`src/common/swc_pkg.sv`:
```
// constants and types for the switch control register block
// Contract
// - sink bits 1:0 pick the source: 00 one, 01 two, 10 three, 11 four
// - sink bits 7:5 are reserved and change nothing
// - sink bit 4 sets the output drive mode, de-emphasis or not
// - sink bit 3 turns the sink control-bus buffer on or to high impedance
// - sink bit 2 drives or floats that sink's video pair
// - source register read shows each source's +5 V presence
// - source bit 5 picks the main display: 0 sink one, 1 sink two
// - source bit 4 set makes each video output follow its source presence
// - source bits 3:0 at 0 float that source buffer and video selecting it
// - device acknowledges matching address, sub-address and data bytes
// - one byte per transaction, no sub-address auto-increment
// - sub-address bits 7:2 are zero, bits 1:0 select the register
// - address bits 2:1 match the select pins, bits 7:3 fixed prefix
// - every byte travels most significant bit first
// - sub-address 1 sink one, 2 sink two, 3 source register
// - every register powers up at 0000 0011
// - sink bit 2 at 0 drives the video, at 1 floats it
package swc_pkg;
    localparam logic [1:0] SWC_SUB_SINK1 = 2'h1;
    localparam logic [1:0] SWC_SUB_SINK2 = 2'h2;
    localparam logic [1:0] SWC_SUB_SOURCE = 2'h3;
    localparam logic [7:0] SWC_REG_RESET = 8'h03;
    localparam logic [1:0] SWC_PTR_RESET = 2'h0;
    localparam logic [4:0] SWC_ADDR_PREFIX = 5'h0B;
    localparam int SWC_SEL_LSB = 0;
    localparam int SWC_VIDEO_OFF_BIT = 2;
    localparam int SWC_BUF_ON_BIT = 3;
    localparam int SWC_DEEMPH_BIT = 4;
    localparam int SWC_GATE_BIT = 4;
    localparam int SWC_PRIO_BIT = 5;
    localparam logic [3:0] SWC_BITS_PER_BYTE = 4'h8;
    localparam logic [3:0] SWC_RD_LAST_BIT = 4'h7;

    typedef enum logic [3:0] {
        SWC_IDLE = 4'h0,
        SWC_ADDR = 4'h1,
        SWC_AACK = 4'h3,
        SWC_SUB = 4'h2,
        SWC_SACK = 4'h6,
        SWC_DATA = 4'h7,
        SWC_DACK = 4'h5,
        SWC_RD = 4'h4,
        SWC_WAIT = 4'hC
    } swc_state_t;
endpackage : swc_pkg

```
`src/rtl/swc_i2c_slave.sv`:
```
// serial control-bus slave: one-byte write and read with a sub-address pointer
`timescale 1ns/1ps
`default_nettype none
module swc_i2c_slave
    import swc_pkg::*;
(
    // clock and reset
    input wire logic i_clk,
    input wire logic i_reset_n,
    input wire logic i_ce,
    // bus pins
    input wire logic i_scl,
    input wire logic i_sda,
    output logic o_sda_oe,
    // address select pins
    input wire logic i_addr_select_hi,
    input wire logic i_addr_select_lo,
    // register side
    input wire logic [7:0] i_rd_data,
    output logic [1:0] o_ptr,
    output logic [7:0] o_wr_data,
    output logic o_wr_en
);
    swc_state_t state_q, state_d;
    logic scl_q, sda_q;
    logic [7:0] sh_q;
    logic [3:0] cnt_q;
    logic [1:0] ptr_q;
    logic rw_q;
    logic wr_en_q;

    wire scl_rise = i_scl & ~scl_q;
    wire scl_fall = ~i_scl & scl_q;
    wire start_seen = i_scl & scl_q & sda_q & ~i_sda;
    wire stop_seen = i_scl & scl_q & ~sda_q & i_sda;
    wire byte_done = scl_fall & (cnt_q == SWC_BITS_PER_BYTE);
    wire addr_match = (sh_q[7:3] == SWC_ADDR_PREFIX)
        & (sh_q[2:1] == {i_addr_select_hi, i_addr_select_lo});
    wire sub_ok = (sh_q[7:2] == 6'h00);
    wire in_ack = (state_q == SWC_AACK) | (state_q == SWC_SACK) | (state_q == SWC_DACK);
    wire shifting = (state_q == SWC_ADDR) | (state_q == SWC_SUB) | (state_q == SWC_DATA);

    // next state; start and stop win over everything else
    always_comb begin
        state_d = state_q;
        if (start_seen) begin
            state_d = SWC_ADDR;
        end else if (stop_seen) begin
            state_d = SWC_IDLE;
        end else begin
            case (state_q)
                SWC_ADDR: if (byte_done) state_d = addr_match ? SWC_AACK : SWC_WAIT;
                SWC_AACK: if (scl_fall) state_d = rw_q ? SWC_RD : SWC_SUB;
                SWC_SUB: if (byte_done) state_d = sub_ok ? SWC_SACK : SWC_WAIT;
                SWC_SACK: if (scl_fall) state_d = SWC_DATA;
                SWC_DATA: if (byte_done) state_d = SWC_DACK;
                // further bytes get no acknowledge
                SWC_DACK: if (scl_fall) state_d = SWC_WAIT;
                SWC_RD: if (scl_fall && cnt_q == SWC_RD_LAST_BIT) state_d = SWC_WAIT;
                default: state_d = state_q;
            endcase
        end
    end

    always_ff @(posedge i_clk or negedge i_reset_n) begin
        if (!i_reset_n) begin
            state_q <= SWC_IDLE;
            scl_q <= 1'b1;
            sda_q <= 1'b1;
            sh_q <= 8'h00;
            cnt_q <= 4'h0;
            ptr_q <= SWC_PTR_RESET;
            rw_q <= 1'b0;
            wr_en_q <= 1'b0;
        end else if (i_ce) begin
            state_q <= state_d;
            scl_q <= i_scl;
            sda_q <= i_sda;
            wr_en_q <= (state_q == SWC_DATA) & byte_done & ~stop_seen & ~start_seen;
            if (start_seen || in_ack) begin
                cnt_q <= (in_ack && scl_fall) ? 4'h0 : cnt_q;
            end
            if (start_seen) begin
                cnt_q <= 4'h0;
            end else if (shifting && scl_rise) begin
                sh_q <= {sh_q[6:0], i_sda};
                cnt_q <= cnt_q + 4'h1;
            end else if (state_q == SWC_AACK && scl_fall) begin
                sh_q <= i_rd_data;
                cnt_q <= 4'h0;
            end else if (state_q == SWC_RD && scl_fall) begin
                sh_q <= {sh_q[6:0], 1'b0};
                cnt_q <= cnt_q + 4'h1;
            end
            if (state_q == SWC_ADDR && byte_done) begin
                rw_q <= sh_q[0];
            end
            // pointer persists so a later read returns this register
            if (state_q == SWC_SUB && byte_done && sub_ok) begin
                ptr_q <= sh_q[1:0];
            end
        end
    end

    assign o_sda_oe = in_ack | ((state_q == SWC_RD) & ~sh_q[7]);
    assign o_ptr = ptr_q;
    assign o_wr_data = sh_q;
    assign o_wr_en = wr_en_q & i_ce;
endmodule : swc_i2c_slave
`default_nettype wire

```
`src/rtl/swc_regs.sv`:
```
// switch control registers with sink routing and output enables
`timescale 1ns/1ps
`default_nettype none
module swc_regs
    import swc_pkg::*;
(
    // clock and reset
    input wire logic i_clk,
    input wire logic i_reset_n,
    input wire logic i_ce,
    // control bus pins
    input wire logic i_scl,
    input wire logic i_sda,
    output logic o_sda_oe,
    input wire logic i_addr_select_hi,
    input wire logic i_addr_select_lo,
    // source presence and output enable pin
    input wire logic i_source1_presence,
    input wire logic i_source2_presence,
    input wire logic i_source3_presence,
    input wire logic i_source4_presence,
    input wire logic i_oe_n,
    // sink one controls
    output logic [1:0] o_sink1_src_sel,
    output logic o_sink1_deemph_select,
    output logic o_sink1_ctrl_bus_buffer_on,
    output logic o_sink1_video_on,
    // sink two controls
    output logic [1:0] o_sink2_src_sel,
    output logic o_sink2_deemph_select,
    output logic o_sink2_ctrl_bus_buffer_on,
    output logic o_sink2_video_on,
    // source side controls
    output logic [3:0] o_source_buffer_on,
    output logic o_main_is_sink2
);
    logic [7:0] sink1_q, sink2_q, source_q;
    logic [1:0] sel1_q, sel2_q;
    logic de1_q, de2_q, buf1_q, buf2_q, vid1_q, vid2_q;
    logic [3:0] srcbuf_q;
    logic main2_q;
    logic [1:0] ptr;
    logic [7:0] wr_data;
    logic wr_en;
    logic [7:0] rd_data;

    wire [3:0] presence = {i_source4_presence, i_source3_presence,
        i_source2_presence, i_source1_presence};
    wire gate_on = source_q[SWC_GATE_BIT];

    // one function for both sinks keeps their gating identical
    function automatic logic video_on(input logic [7:0] ctl, input logic [3:0] en,
        input logic gate, input logic [3:0] pres, input logic oe_n);
        logic [1:0] sel;
        sel = ctl[SWC_SEL_LSB +: 2];
        video_on = ~ctl[SWC_VIDEO_OFF_BIT]
            & en[sel] & ~oe_n
            & (~gate | pres[sel]);
    endfunction : video_on

    wire vid1_d = video_on(sink1_q, source_q[3:0], gate_on, presence, i_oe_n);
    wire vid2_d = video_on(sink2_q, source_q[3:0], gate_on, presence, i_oe_n);

    // low bits show live presence, the stored enables are write-only
    assign rd_data = (ptr == SWC_SUB_SINK1) ? sink1_q :
        (ptr == SWC_SUB_SINK2) ? sink2_q :
        (ptr == SWC_SUB_SOURCE) ? {2'h0, source_q[5:4], presence} : 8'h00;

    swc_i2c_slave u_slave (
        .i_clk(i_clk),
        .i_reset_n(i_reset_n),
        .i_ce(i_ce),
        .i_scl(i_scl),
        .i_sda(i_sda),
        .o_sda_oe(o_sda_oe),
        .i_addr_select_hi(i_addr_select_hi),
        .i_addr_select_lo(i_addr_select_lo),
        .i_rd_data(rd_data),
        .o_ptr(ptr),
        .o_wr_data(wr_data),
        .o_wr_en(wr_en)
    );

    always_ff @(posedge i_clk or negedge i_reset_n) begin
        if (!i_reset_n) begin
            sink1_q <= SWC_REG_RESET;
            sink2_q <= SWC_REG_RESET;
            source_q <= SWC_REG_RESET;
        end else if (wr_en) begin
            // sink reserved bits are kept for read-back only; source bits 7:6 are cleared
            if (ptr == SWC_SUB_SINK1) sink1_q <= wr_data;
            if (ptr == SWC_SUB_SINK2) sink2_q <= wr_data;
            if (ptr == SWC_SUB_SOURCE) source_q <= {2'h0, wr_data[5:0]};
        end
    end

    // outputs from flops; one cycle behind the registers and pins
    always_ff @(posedge i_clk or negedge i_reset_n) begin
        if (!i_reset_n) begin
            sel1_q <= 2'h0;
            sel2_q <= 2'h0;
            de1_q <= 1'b0;
            de2_q <= 1'b0;
            buf1_q <= 1'b0;
            buf2_q <= 1'b0;
            vid1_q <= 1'b0;
            vid2_q <= 1'b0;
            srcbuf_q <= 4'h0;
            main2_q <= 1'b0;
        end else if (i_ce) begin
            sel1_q <= sink1_q[SWC_SEL_LSB +: 2];
            sel2_q <= sink2_q[SWC_SEL_LSB +: 2];
            de1_q <= sink1_q[SWC_DEEMPH_BIT];
            de2_q <= sink2_q[SWC_DEEMPH_BIT];
            buf1_q <= sink1_q[SWC_BUF_ON_BIT];
            buf2_q <= sink2_q[SWC_BUF_ON_BIT];
            vid1_q <= vid1_d;
            vid2_q <= vid2_d;
            srcbuf_q <= source_q[3:0];
            main2_q <= source_q[SWC_PRIO_BIT];
        end
    end

    assign o_sink1_src_sel = sel1_q;
    assign o_sink2_src_sel = sel2_q;
    assign o_sink1_deemph_select = de1_q;
    assign o_sink2_deemph_select = de2_q;
    assign o_sink1_ctrl_bus_buffer_on = buf1_q;
    assign o_sink2_ctrl_bus_buffer_on = buf2_q;
    assign o_sink1_video_on = vid1_q;
    assign o_sink2_video_on = vid2_q;
    assign o_source_buffer_on = srcbuf_q;
    assign o_main_is_sink2 = main2_q;

    // checks; sampled reset in antecedents keeps the release edge from misfiring
    property p_sel;
        @(posedge i_clk) disable iff (!i_reset_n)
        (i_ce && i_reset_n) |=> o_sink1_src_sel == $past(sink1_q[1:0]);
    endproperty
    a_sel: assert property (p_sel) else $error("sink one source select lag");

    property p_vid_off;
        @(posedge i_clk) disable iff (!i_reset_n)
        (i_ce && sink2_q[SWC_VIDEO_OFF_BIT]) |=> !o_sink2_video_on;
    endproperty
    a_vid_off: assert property (p_vid_off) else $error("video driven while off");

    property p_buf;
        @(posedge i_clk) disable iff (!i_reset_n)
        (i_ce && i_reset_n) |=> o_sink1_ctrl_bus_buffer_on == $past(sink1_q[SWC_BUF_ON_BIT]);
    endproperty
    a_buf: assert property (p_buf) else $error("sink buffer mismatch");

    property p_deemph;
        @(posedge i_clk) disable iff (!i_reset_n)
        (i_ce && i_reset_n) |=> o_sink2_deemph_select == $past(sink2_q[SWC_DEEMPH_BIT]);
    endproperty
    a_deemph: assert property (p_deemph) else $error("de-emphasis mismatch");

    property p_src_en;
        @(posedge i_clk) disable iff (!i_reset_n)
        (i_ce && !source_q[sink1_q[1:0]]) |=> !o_sink1_video_on;
    endproperty
    a_src_en: assert property (p_src_en) else $error("disabled source drives video");

    property p_gate;
        @(posedge i_clk) disable iff (!i_reset_n)
        (i_ce && gate_on && !presence[sink2_q[1:0]]) |=> !o_sink2_video_on;
    endproperty
    a_gate: assert property (p_gate) else $error("video on without presence");

    property p_vid_on;
        @(posedge i_clk) disable iff (!i_reset_n)
        (i_ce && !gate_on && !i_oe_n && !sink1_q[2] && source_q[sink1_q[1:0]])
            |=> o_sink1_video_on;
    endproperty
    a_vid_on: assert property (p_vid_on) else $error("video not driven");

    property p_prio;
        @(posedge i_clk) disable iff (!i_reset_n)
        (i_ce && i_reset_n) |=> o_main_is_sink2 == $past(source_q[SWC_PRIO_BIT]);
    endproperty
    a_prio: assert property (p_prio) else $error("main display mismatch");

    property p_write;
        @(posedge i_clk) disable iff (!i_reset_n)
        (wr_en && ptr == SWC_SUB_SINK2) |=> sink2_q == $past(wr_data);
    endproperty
    a_write: assert property (p_write) else $error("sink two write lost");

    property p_reset;
        @(posedge i_clk) $rose(i_reset_n) |-> (sink1_q == SWC_REG_RESET)
            && (source_q == SWC_REG_RESET);
    endproperty
    a_reset: assert property (p_reset) else $error("bad power-up value");

    c_write1: cover property (@(posedge i_clk) wr_en && ptr == SWC_SUB_SINK1);
    c_write3: cover property (@(posedge i_clk) wr_en && ptr == SWC_SUB_SOURCE);
    c_both_on: cover property (@(posedge i_clk) o_sink1_video_on && o_sink2_video_on);
    c_read: cover property (@(posedge i_clk) o_sda_oe && !i_scl);
endmodule : swc_regs
`default_nettype wire

```
`config.mk`:
```
export PLATFORM = sky130hd
export DESIGN_NAME = swc_regs
export DESIGN_NICKNAME = d
export VERILOG_FILES = /design/src/common/swc_pkg.sv /design/src/rtl/swc_i2c_slave.sv /design/src/rtl/swc_regs.sv
export SDC_FILE = /design/constraint.sdc
export NUM_CORES = 1
export LEC_CHECK = 0
export BUFFER_PORTS_ARGS = -buffer_cell sky130_fd_sc_hd__buf_2
export CAP_MARGIN = 20
export CORE_MARGIN = 10
export CORE_UTILIZATION = 45
export CTS_BUF_LIST = sky130_fd_sc_hd__clkbuf_8
export DETAILED_ROUTE_END_ITERATION = 10
export HOLD_SLACK_MARGIN = 0.15
export PLACE_DENSITY = 0.71
export SLEW_MARGIN = 20
export SYNTH_ARGS = -nofsm -noshare
export SYNTH_HDL_FRONTEND = slang
export SYNTH_SLANG_ARGS = --single-unit
```
`constraint.sdc`:
```
create_clock -name i_clk -period 2 [get_ports i_clk]
set_clock_uncertainty 0.05 [all_clocks]
set_input_delay 0.2 -clock i_clk [delete_from_list [all_inputs] [get_ports i_clk]]
set_output_delay 0.2 -clock i_clk [all_outputs]
set_load 0.05 [all_outputs]
```
[After elaboration in Yosys (flattened, before gate mapping)]
Index checks and enable logic that the tools add are counted.
Operators by class
  add/subtract/negate cells: 1
  magnitude comparators: 2
  equality and inequality tests: 21
  multiplexer cells: 33
  bitwise logic cells: 38
  reductions and logical operators: 22
Operators with widths (number)
  $mux W4: 17
  $mux W8: 5
  $ne A4 B1 Y1 const B: 7
  $pmux W4 S7: 1
  $and A1 B1 Y1: 20
  $eq A4 B3 Y1 const B: 5
  $not A1 Y1: 11
  $reduce_and A2 Y1: 5
  $reduce_bool A5 Y1: 2
  $reduce_and A9 Y1: 1
  $reduce_bool A9 Y1: 1
  $bmux W1 S2: 4
  $eq A4 B2 Y1 const B: 2
  $logic_and A1 B1 Y1: 8
  $or A1 B1 Y1: 7
  $logic_not A6 Y1: 1
  $lt A2 B3 Y1 const B: 2
  $mux W6: 1
  $reduce_and A3 Y1: 2
  $eq A5 B4 Y1 const B: 1
  $add A4 B1 Y4 const B: 1
  $eq A2 B2 Y1 const B: 2
  $eq A4 B1 Y1 const B: 1
  $eq A4 B4 Y1 const B: 1
  6 further kinds: 9
Word-level totals
  register bits: 59
  input port bits: 12
  logic and storage cells: 138

[Longest topological paths before layout]
Gate-level depths: netlist (run 1).
  depth in word-level cells: 10
  depth in mapped cells: 7
  gate-level depth less buffers: 7

[Hierarchy]
From an unflattened synthesis (run 1), not the netlist that was laid out.
Unflattened totals
  cell total of the unflattened synthesis: 251
  area total of the unflattened synthesis: 3108.0 µm²
By module, submodules not included
  swc_regs: instances 1, cells each 108, area an instance 1679.1 µm², sequential area each 933.4 µm²
  swc_i2c_slave: instances 1, cells each 143, area an instance 1428.9 µm², sequential area each 553.0 µm²

[Least setup slack after synthesis (run 1)]
Ideal clock, no wire load.
  path kind: reg2out
  start: register u_slave.state_q[2]
  end: output port o_sda_oe
  arrival: 2.237 ns
  required time: 1.750 ns
  slack: -0.487 ns
  cell stages (with the launch flop): 5
  buffers on the path: 2
  cells stage by stage: dfrtp_1 -> buf_2 -> buf_6 -> and3_1 -> nor4_1
On the way
  word-level cells in the longest chain between the ends: 4
  elaborated cells between the ends (all ways): 8
  those cells by class: eq/ne: 4; bitwise: 4
Ends and longest elaborated chain
  start, declared: RTL line swc_i2c_slave.sv:24  | swc_state_t state_q, state_d;
  start signal, assigned: RTL line swc_i2c_slave.sv:76  | state_q <= state_d;
  $eq A4 B2 Y1 or $eq A4 B3 Y1 (tied branches): RTL line swc_i2c_slave.sv:40  | wire in_ack = (state_q == SWC_AACK) | (state_q == SWC_SACK) | (state_q == SWC_DACK);
  $or A1 B1 Y1 (2 in a row): RTL line swc_i2c_slave.sv:40
  $or A1 B1 Y1 *: RTL line swc_i2c_slave.sv:105  | assign o_sda_oe = in_ack | ((state_q == SWC_RD) & ~sh_q[7]);
  end, declared: RTL line swc_regs.sv:14  | output logic o_sda_oe,
Mark *: on every way between the ends. The rest lies on a longest branch, timed or not.

[Worst setup path after layout (run 1)]
Same ends and word-level chain as after synthesis.

==> results of run 1 <==
-- per-stage QoR --
| stage | util | hold WS [ps] | instances | power, uW | worst slack (ps) |
|---|---|---|---|---|---|
| global placement | 0.518 | 147 | 369 | 2600 | -15.0 |
| detailed placement | 0.518 | 155 | 369 | 2620 | 15.3 |
| global route | 0.559 | 239 | 389 | 3930 | 15.0 |
| floorplan | - | -146 | 259 | 2260 | 85.4 |
| finish | 0.559 | 241 | 389 | 3720 | 83.9 |
| CTS | 0.553 | 230 | 388 | 3670 | 4.87 |
-- critical path, stage by stage, from the launching register on --
cell and delay, ps:
sky130_fd_sc_hd__dfrtp_2 470, sky130_fd_sc_hd__buf_4 190, sky130_fd_sc_hd__nor2_2 50, sky130_fd_sc_hd__buf_4 140, sky130_fd_sc_hd__nor4_2 240, sky130_fd_sc_hd__buf_4 240
-- cells by family (layout without fill, tap and decap cells) --
logic type               Yosys count  after routing  synth area share
adder cells (fa/ha/maj)            2              2           0.00834
flip-flops                        59             59             0.495
multiplexers                      60             60             0.232
XOR/XNOR                           3              3           0.00876
AO/OA/AOI/OAI                     49             49             0.110
AND/OR/NAND/NOR                   68             68             0.118
buffers and inverters             18             71            0.0271
-- per-layer routing --
metal,GRT usage,vias to the layer above
met5,0,-
met1,0.177,1127
met4,0.0671,0
li1,-,1052
met2,0.234,44
met3,0.0334,8
-- layout by cell type (no fill, tap or decap), types with 2 or more instances in the layout --
| master | synthesis | routed |
|---|---|---|
| sky130_fd_sc_hd__clkbuf_8 | 0 | 10 |
| sky130_fd_sc_hd__buf_4 | 0 | 19 |
| sky130_fd_sc_hd__a21oi_1 | 5 | 4 |
| sky130_fd_sc_hd__nor3b_1 | 2 | 2 |
| sky130_fd_sc_hd__dfstp_2 | 8 | 8 |
| sky130_fd_sc_hd__mux4_2 | 2 | 2 |
| sky130_fd_sc_hd__ha_1 | 2 | 2 |
| sky130_fd_sc_hd__dlygate4sd3_1 | 0 | 3 |
| sky130_fd_sc_hd__a22oi_1 | 10 | 10 |
| sky130_fd_sc_hd__nand3_1 | 8 | 7 |
| sky130_fd_sc_hd__nand2_1 | 22 | 22 |
| sky130_fd_sc_hd__dfrtp_2 | 0 | 3 |
| sky130_fd_sc_hd__buf_2 | 5 | 26 |
| sky130_fd_sc_hd__o21ai_0 | 20 | 20 |
| sky130_fd_sc_hd__mux2_1 | 3 | 3 |
| sky130_fd_sc_hd__nor3_2 | 0 | 2 |
| sky130_fd_sc_hd__nand4b_1 | 2 | 2 |
| sky130_fd_sc_hd__nor2_1 | 6 | 6 |
| sky130_fd_sc_hd__nand4_1 | 2 | 2 |
| sky130_fd_sc_hd__o32ai_1 | 2 | 2 |
| sky130_fd_sc_hd__o22ai_1 | 2 | 2 |
| sky130_fd_sc_hd__nand2b_1 | 8 | 7 |
| sky130_fd_sc_hd__nor2b_1 | 4 | 4 |
| sky130_fd_sc_hd__mux2_2 | 54 | 54 |
| sky130_fd_sc_hd__dfrtp_1 | 51 | 48 |
| sky130_fd_sc_hd__a21oi_2 | 1 | 2 |
| sky130_fd_sc_hd__inv_1 | 6 | 10 |
| sky130_fd_sc_hd__nor3_1 | 5 | 3 |
-- flip-flops by register name, summed over array words and instances, names as in the netlist --
signal                      cells
u_slave.o_wr_data               8
o_sink1_video_on                1
o_sink2_video_on                1
u_slave.o_ptr                   2
o_sink1_ctrl_bus_buffer_on      1
u_slave.rw_q                    1
source_q                        6
o_sink2_deemph_select           1
o_sink1_src_sel                 2
u_slave.sda_q                   1
o_sink2_ctrl_bus_buffer_on      1
o_main_is_sink2                 1
sink2_q                         8
o_sink1_deemph_select           1
o_sink2_src_sel                 2
u_slave.cnt_q                   4
u_slave.scl_q                   1
sink1_q                         8
u_slave.state_q                 4
o_source_buffer_on              4
u_slave.wr_en_q                 1
-- path summary, 6_finish.rpt --
path	start	to	slack (ps)	cells past startpoint
min in group asynchronous	i_reset_n	o_sink2_src_sel[0]	330	2
min reg2reg	o_sink2_src_sel[1]	o_sink2_src_sel[1]	450	1
max in group asynchronous	i_reset_n	u_slave.scl_q	830	3
max reg2reg	u_slave.scl_q	u_slave.o_wr_data[2]	90	6
max	u_slave.state_q[2]	o_sda_oe	80	5
min	i_oe_n	o_sink1_video_on	240	3
-- layout make-up --
cell class | instances | area share
Clock buffer | 10 | 0.0383
Multi-Input combinational cell | 182 | 0.410
Timing Repair Buffer | 49 | 0.0899
Tap cell | 77 | 0.0268
Inverter | 6 | 0.00627
Sequential cell | 59 | 0.415
Clock inverter | 6 | 0.0139
-- power groups by stage --
stage               combinational (uW)  clock [uW]  sequential, uW
global placement                  1020           0            1570
floorplan                          803           0            1460
finish                            1110        1040            1580
detailed placement                1040           0            1580
CTS                               1060        1060            1560
global route                      1210        1110            1600
-- what timing repair did --
item	4_1_cts	5_1_grt
hold buffers	3	0
gates resized for setup	2	8
setup buffers	0	1
setup endpoints to repair	1	13
pin swaps	0	1
endpoints found under the hold margin	23	0
==> summary by stage, run 1 <==
Pwr
For this design the static power due to leakage is 0.00168 uW. The part of the power in registers is 0.424. The maximum VDD drop is around 450 uV. Of the total power, the share spent switching nets is 0.348.

The clock network power share is 0.279. The cell area power density is 1040 mW/mm^2. The internal power is 2430 uW.

The analysis attributes to net switching a power of ~1300 uW. Of the total power, combinational logic draws 0.297.

Routing
The number of DRC violations after detailed-routing iteration 0 is between 90 and 100. The detailed router used layers up to and including met4. The pre-antenna-repair detailed-routing pass consisted of 4 iterations.

For this block, the via count after detailed routing is ~2200. The detailed-route wire length is approximately 7000 microns. The remaining antenna violation count after routing is 0.

In the detailed route, the total length drawn on met3 is between 200 and 300 microns. After detailed routing, the met2 layer carries about 3400 microns of wire. In the routed design, unresolved DRC markers number 0.

The total routed wire length on the met1 layer is approximately 3200 microns. Using the TritonRoute via totals, the vias-per-cell ratio works out to around 5.7. Dividing the detail-routed wire length by the instance count gives ~18 microns.

Clock tree
The clock-pin transition on the worst setup and hold timing paths is approximately 60 ps. Counting along the longest clock path gives a buffer depth of 2. The CTS tree is built. The root cell of the clock tree is sky130_fd_sc_hd__clkbuf_8.

In this run, CTS created clock tree buffers numbering 9. The H-tree depth is 3. At the later pin of the worst-skew pair, clock insertion delay measures ~330 ps. Counting every sink on the clock net gives 59.

Logic synthesis
Averaged over all synthesized cells, the footprint is 11.6 sq um. The biggest area consumer among synthesized cells is sky130_fd_sc_hd__dfrtp_1. The top cell type's share of synthesized area is 0.425. The proportion of synthesized flip-flops having asynchronous set or reset is 1.00. For this run, the leading register cell type out of synthesis is sky130_fd_sc_hd__dfrtp_1. The number of standard cells after synthesis is roughly 260. After synthesis the netlist holds a flip-flop and latch count of just under 60.

For this run, the number of Yosys warnings is 0. Counting flops with a built-in enable in the synthesized netlist gives 0. Synthesis instantiated between 40 and 50 different standard cells from the library. The most instantiated library cell after synthesis is sky130_fd_sc_hd__mux2_2.

By area the synthesized netlist is led by sky130_fd_sc_hd__dfrtp_1 (43%), sky130_fd_sc_hd__mux2_2 (20%), sky130_fd_sc_hd__dfstp_2 (7.0%). The sequential fraction of the synthesis area is 0.495. Synthesis produced a netlist with a net count of 273. Counting instances in the post-synthesis netlist gives the leading cell types as sky130_fd_sc_hd__mux2_2 (54), sky130_fd_sc_hd__dfrtp_1 (51), sky130_fd_sc_hd__nand2_1 (22), sky130_fd_sc_hd__o21ai_0 (20), sky130_fd_sc_hd__a22oi_1 (10). In this run the cell area of the synthesized design comes to between 0.003 and 0.004 sq mm.

Die
The initialized floorplan defines 29 standard-cell rows. The initial utilization of the core area, before any placement, comes to 0.467. The die width is 102 microns.

The area of the core region is roughly 0.0064 sq mm. In this run the vertical extent of the chip is approximately 100 microns. 28 I/O pins were placed. The die covers 0.0103 sq mm.

Timing
Of the available clock period, the critical path in the final layout requires 0.958. The max-slew violation count is 0. Setup repair after global routing left no endpoint under its margin. The final number of setup-violating endpoints is 0. The clock period minus final worst setup slack is 1920 ps. The final-layout setup total negative slack is 0 ps. The slew at the pin with the worst max-slew slack is between 500 and 600 ps. The timing-limited maximum frequency is 522 MHz.

The worst relative slew slack is 0.651. The count of endpoints failing hold in the final timing report was 0.

Placement
The placer congestion estimate is between 0.8 and 0.9. Detailed placement ended at an HPWL of 4790 microns. Buffers placed on the I/O ports in this run total 27.

After detailed placement, the total cell area comes to approximately 0.0033 sq mm.

Cells and area
The repair_antennas step left the layout with diodes totalling 0. Counting the fill cells in the layout gives ~570. Summing all multi-input logic gate instances after layout gives about 0.0015 sq mm. Registers take 0.00149 sq mm. The finished cells cover roughly 0.0036 sq mm.

In the final layout, the share of cells above drive strength 1 is 0.433. Compared with the post-synthesis result, the final layout area differs by 19.7%. The final layout contains between 300 and 400 nets.

Status
The run finished with clean final reports.

Run
Across the run, the number of max-cap violations was 0.

Worst setup path
Data arrives at the worst endpoint at roughly 1700 ps. The worst setup path is of the flip-flop to output port kind. The maximum fanout along the worst path is 9. The required time of the worst setup path is about 1800 ps. STA classifies the critical path endpoint as an output port. The worst setup path is launched from a flip-flop.

Global routing
The first global-routing pass estimated 11700 microns of wire. The total overflow reported by the global router is 0. The via count of the first global-routing pass is roughly 2300. The number of antenna violations at the first check in global routing is 0. Across every metal layer, demand over resource in global routing totals 0.144. The largest net degree at the start of global routing is 24.

Hold path
The type of the most critical hold path is input pin to flip-flop.
No activity file was read; power rests on OpenSTA's default activity.
==> run 2, diff against run 1 <==
--- a/config.mk
+++ b/config.mk
@@ -5,6 +5,7 @@
 export SDC_FILE = /design/constraint.sdc
 export NUM_CORES = 1
 export LEC_CHECK = 0
+export ABC_CLOCK_PERIOD_IN_PS = 2500
 export BUFFER_PORTS_ARGS = -buffer_cell sky130_fd_sc_hd__buf_2
 export CAP_MARGIN = 20
 export CORE_MARGIN = 10
@@ -17,3 +18,4 @@
 export SYNTH_ARGS = -nofsm -noshare
 export SYNTH_HDL_FRONTEND = slang
 export SYNTH_SLANG_ARGS = --single-unit
+export TNS_END_PERCENT = 10
==> constraint.sdc (replaced) <==
create_clock -name i_clk -period 2.5 [get_ports i_clk]
set_clock_uncertainty 0.05 [all_clocks]
set_input_delay 0.25 -clock i_clk [delete_from_list [all_inputs] [get_ports i_clk]]
set_output_delay 0.25 -clock i_clk [all_outputs]
set_load 0.05 [all_outputs]
==> run 2 against run 1 <==
  * Largest power group unchanged
  * Critical endpoint is now u_slave.o_wr_data[4]
  * Clock power shrank 6%
  * Largest cell class unchanged
  * Critical path type is now flip-flop to flip-flop
  * Register-to-register slack gained 240 ps
  * Sequential share of layout area grew 1.5 points
  * Routed wire length shrank 5.5%
==> summary by stage, run 2 (synthesis gave the netlist of run 1 again) <==
Cells and area
The final layout contains 306 nets. In the layout the commonest cells are sky130_fd_sc_hd__mux2_2 (54), sky130_fd_sc_hd__dfrtp_1 (51), sky130_fd_sc_hd__buf_2 (27). The area growth from synthesis to final layout is 15.4%. Of the cells placed in the final design, the portion with a size suffix greater than 1 is 0.391. After routing the design area is 0.00346 sq mm. The number of diodes is 0.

The most frequent standard cell in the layout excluding fill and tap cells is sky130_fd_sc_hd__mux2_2. The filler cell count is between 500 and 600.

Worst setup path
The largest single stage delay on the critical path is approximately 650 ps. The depth of the worst register-to-register path is 5. Across all register-to-register paths, the minimum setup slack is 330 ps.

The critical path data arrival time is roughly 2300 ps. For this design, the slowest cell found on the critical path is sky130_fd_sc_hd__dfrtp_1. The critical path endpoint category is a flip-flop. Broken down by cell family, the worst path's largest delay share belongs to simple AND/OR/NAND/NOR gates. The start point of the critical path is u_slave.state_q[1]. Traced cell by cell, the critical path runs through and2b_1 > nand4b_1 > nand2_1 > o21ai_0 > mux2_1. In this run the critical register-to-register path is launched from u_slave.state_q[1]. The startpoint type of the worst setup path is a flip-flop. The total stage count of the critical path is 5. Counting both buffers and inverters, the worst setup path holds a total of 0. For the worst setup path, the data required time is around 2700 ps.

The critical path capture point is u_slave.o_wr_data[4]. The endpoint identified for the worst register-to-register timing path is u_slave.o_wr_data[4]. Along the worst path, the maximum fanout reaches 15. The worst setup path is of the flip-flop to flip-flop kind.

Global routing
The global-route wire length before repair is about 11000 microns. Across every metal layer, demand over resource in global routing totals 0.136. The number of antenna violations at the first check in global routing is 0. The total overflow reported by the global router is 0.

The via count of the first global-routing pass was between 2000 and 2500. The largest net degree at the start of global routing is 60.

Die
From bottom edge to top edge, the die measures roughly 100 microns. The I/O pin count is 28. The core region is roughly 0.0064 sq mm. The floorplan step defined a die boundary enclosing 0.0103 sq mm. The die width is 102 microns. In this run the core area contains 29 standard-cell rows.

For this configuration, the core starts out at a cell density of 0.467.

Placement
The placer congestion estimate is ~0.89. The wire-length estimate of the detail-placed layout is between 4000 and 5000 microns. The instance area after placement is about 0.0032 sq mm. The number of I/O port buffers is 27.

Timing
Setup repair after global routing left no endpoint under its margin. The timing-limited maximum frequency is 461 MHz. For the final routed database, the setup TNS stands at 0 ps. The worst-case hold slack is approximately 180 ps. The slew at the pin with the worst max-slew slack is 733 ps. The worst pin sits at a relative slew slack of 0.511. The final number of setup-violating endpoints is 0. The clock period minus final worst setup slack is ~2200 ps. The fraction of the cycle the final worst path needs is 0.868. The max-slew violation count is 0. The count of endpoints failing hold in the final timing report is 0.

Routing
After detailed routing, the average wire length per cell comes to about 18 microns. The remaining antenna violation count after routing is 0. The total vias in the final route is between 2000 and 2500. Summed over all layers, the routed wires come to 6600 microns. The number of vias per cell is 5.63. For this run, design rule violations remaining after detail routing come to 0. In this run, the number of DRC markers left after iteration 0 of detailed routing was between 80 and 90. The detailed-router iteration count before antenna repair is 5.

Hold path
The type of the most critical hold path is input pin to flip-flop.

Clock tree
The H-tree was split into 3 levels. The clock-pin transition on the worst setup and hold timing paths is ~70 ps. Clock tree synthesis inserted a total of 9 buffers. TritonCTS built the clock tree. The number of buffers on the longest clock path is 2. The clock sink count is between 50 and 60. The insertion delay of the later-clocked pin in the worst-skew pair is roughly 340 ps. The post-CTS resize count is 0. The root cell of the clock tree is sky130_fd_sc_hd__clkbuf_8.

Pwr
Dividing total power by cell area gives a power density of about 860 mW/mm^2. The maximum VDD drop is around 390 uV. Summed over all cells, the static leakage comes to around 0.0016 uW.

Status
The run finished with clean final reports.

Run
The tool flagged a number of max-cap violations equal to 0.
run 2: changes by cell type in the layout (fill, tap and decap cells not counted), sizes merged:
cell         delta
buf            -13
bufinv          +1
clkbuf          +1
clkinvlp        +1
dlygate4sd3     -2
inv             -3
run 2: where the power goes:
part	switching [uW]	total, uW	internal (uW)	leakage (uW)
clock network	364	974	610	0.000117
registers	219	1280	1060	0.000786
logic	401	714	313	0.000697
total	985	2970	1980	0.00160
run 2: worst register-to-register path, cell delays in order, from the launching register on:
cell	delay [ps]
sky130_fd_sc_hd__dfrtp_1	650
sky130_fd_sc_hd__and2b_1	290
sky130_fd_sc_hd__nand4b_1	470
sky130_fd_sc_hd__nand2_1	200
sky130_fd_sc_hd__o21ai_0	90
sky130_fd_sc_hd__mux2_1	310
run 2: cell type report:
type                            instances  area, sq um  area share
Sequential cell                        59         1490       0.429
Inverter                                6         22.5     0.00651
Tap cell                               77         96.3      0.0278
Multi-Input combinational cell        182         1440       0.416
Clock buffer                           11          151      0.0437
Timing Repair Buffer                   34          190      0.0549
Clock inverter                          5         76.3      0.0220
run 2: per-stage QoR:
stage | total power, uW | setup slack, ps | utilization | instances
floorplan | 1810 | 535 | - | 259
global placement | 1980 | 400 | 0.502 | 357
detailed placement | 2010 | 351 | 0.502 | 357
CTS | 3000 | 344 | 0.539 | 374
global route | 3150 | 158 | 0.539 | 374
finish | 2970 | 330 | 0.539 | 374
run 2: worst min-delay path by stage:
| stage | from | to | slack (ps) | depth (start not counted) |
|---|---|---|---|---|
| floorplan | i_reset_n | o_main_is_sink2 | -100 | 0 |
| global placement | i_reset_n | u_slave.cnt_q[0] | 400 | 2 |
| detailed placement | i_reset_n | u_slave.cnt_q[0] | 400 | 2 |
| CTS | i_scl | u_slave.scl_q | 170 | 2 |
| global route | i_scl | u_slave.scl_q | 190 | 2 |
| finish | i_sda | u_slave.sda_q | 180 | 2 |
run 2: what timing repair did:
| action | in CTS | in global routing |
|---|---|---|
| hold endpoints to repair | 51 | 0 |
| hold buffers | 1 | 0 |
| buffers inserted | 0 | 0 |
run 2: metal layers:
metal	share of wire	up-vias	track usage
met2	0.49	37	0.225
li1	-	1023	-
met5	0	-	0
met4	0.017	0	0.0616
met3	0.038	13	0.0340
met1	0.45	1034	0.163
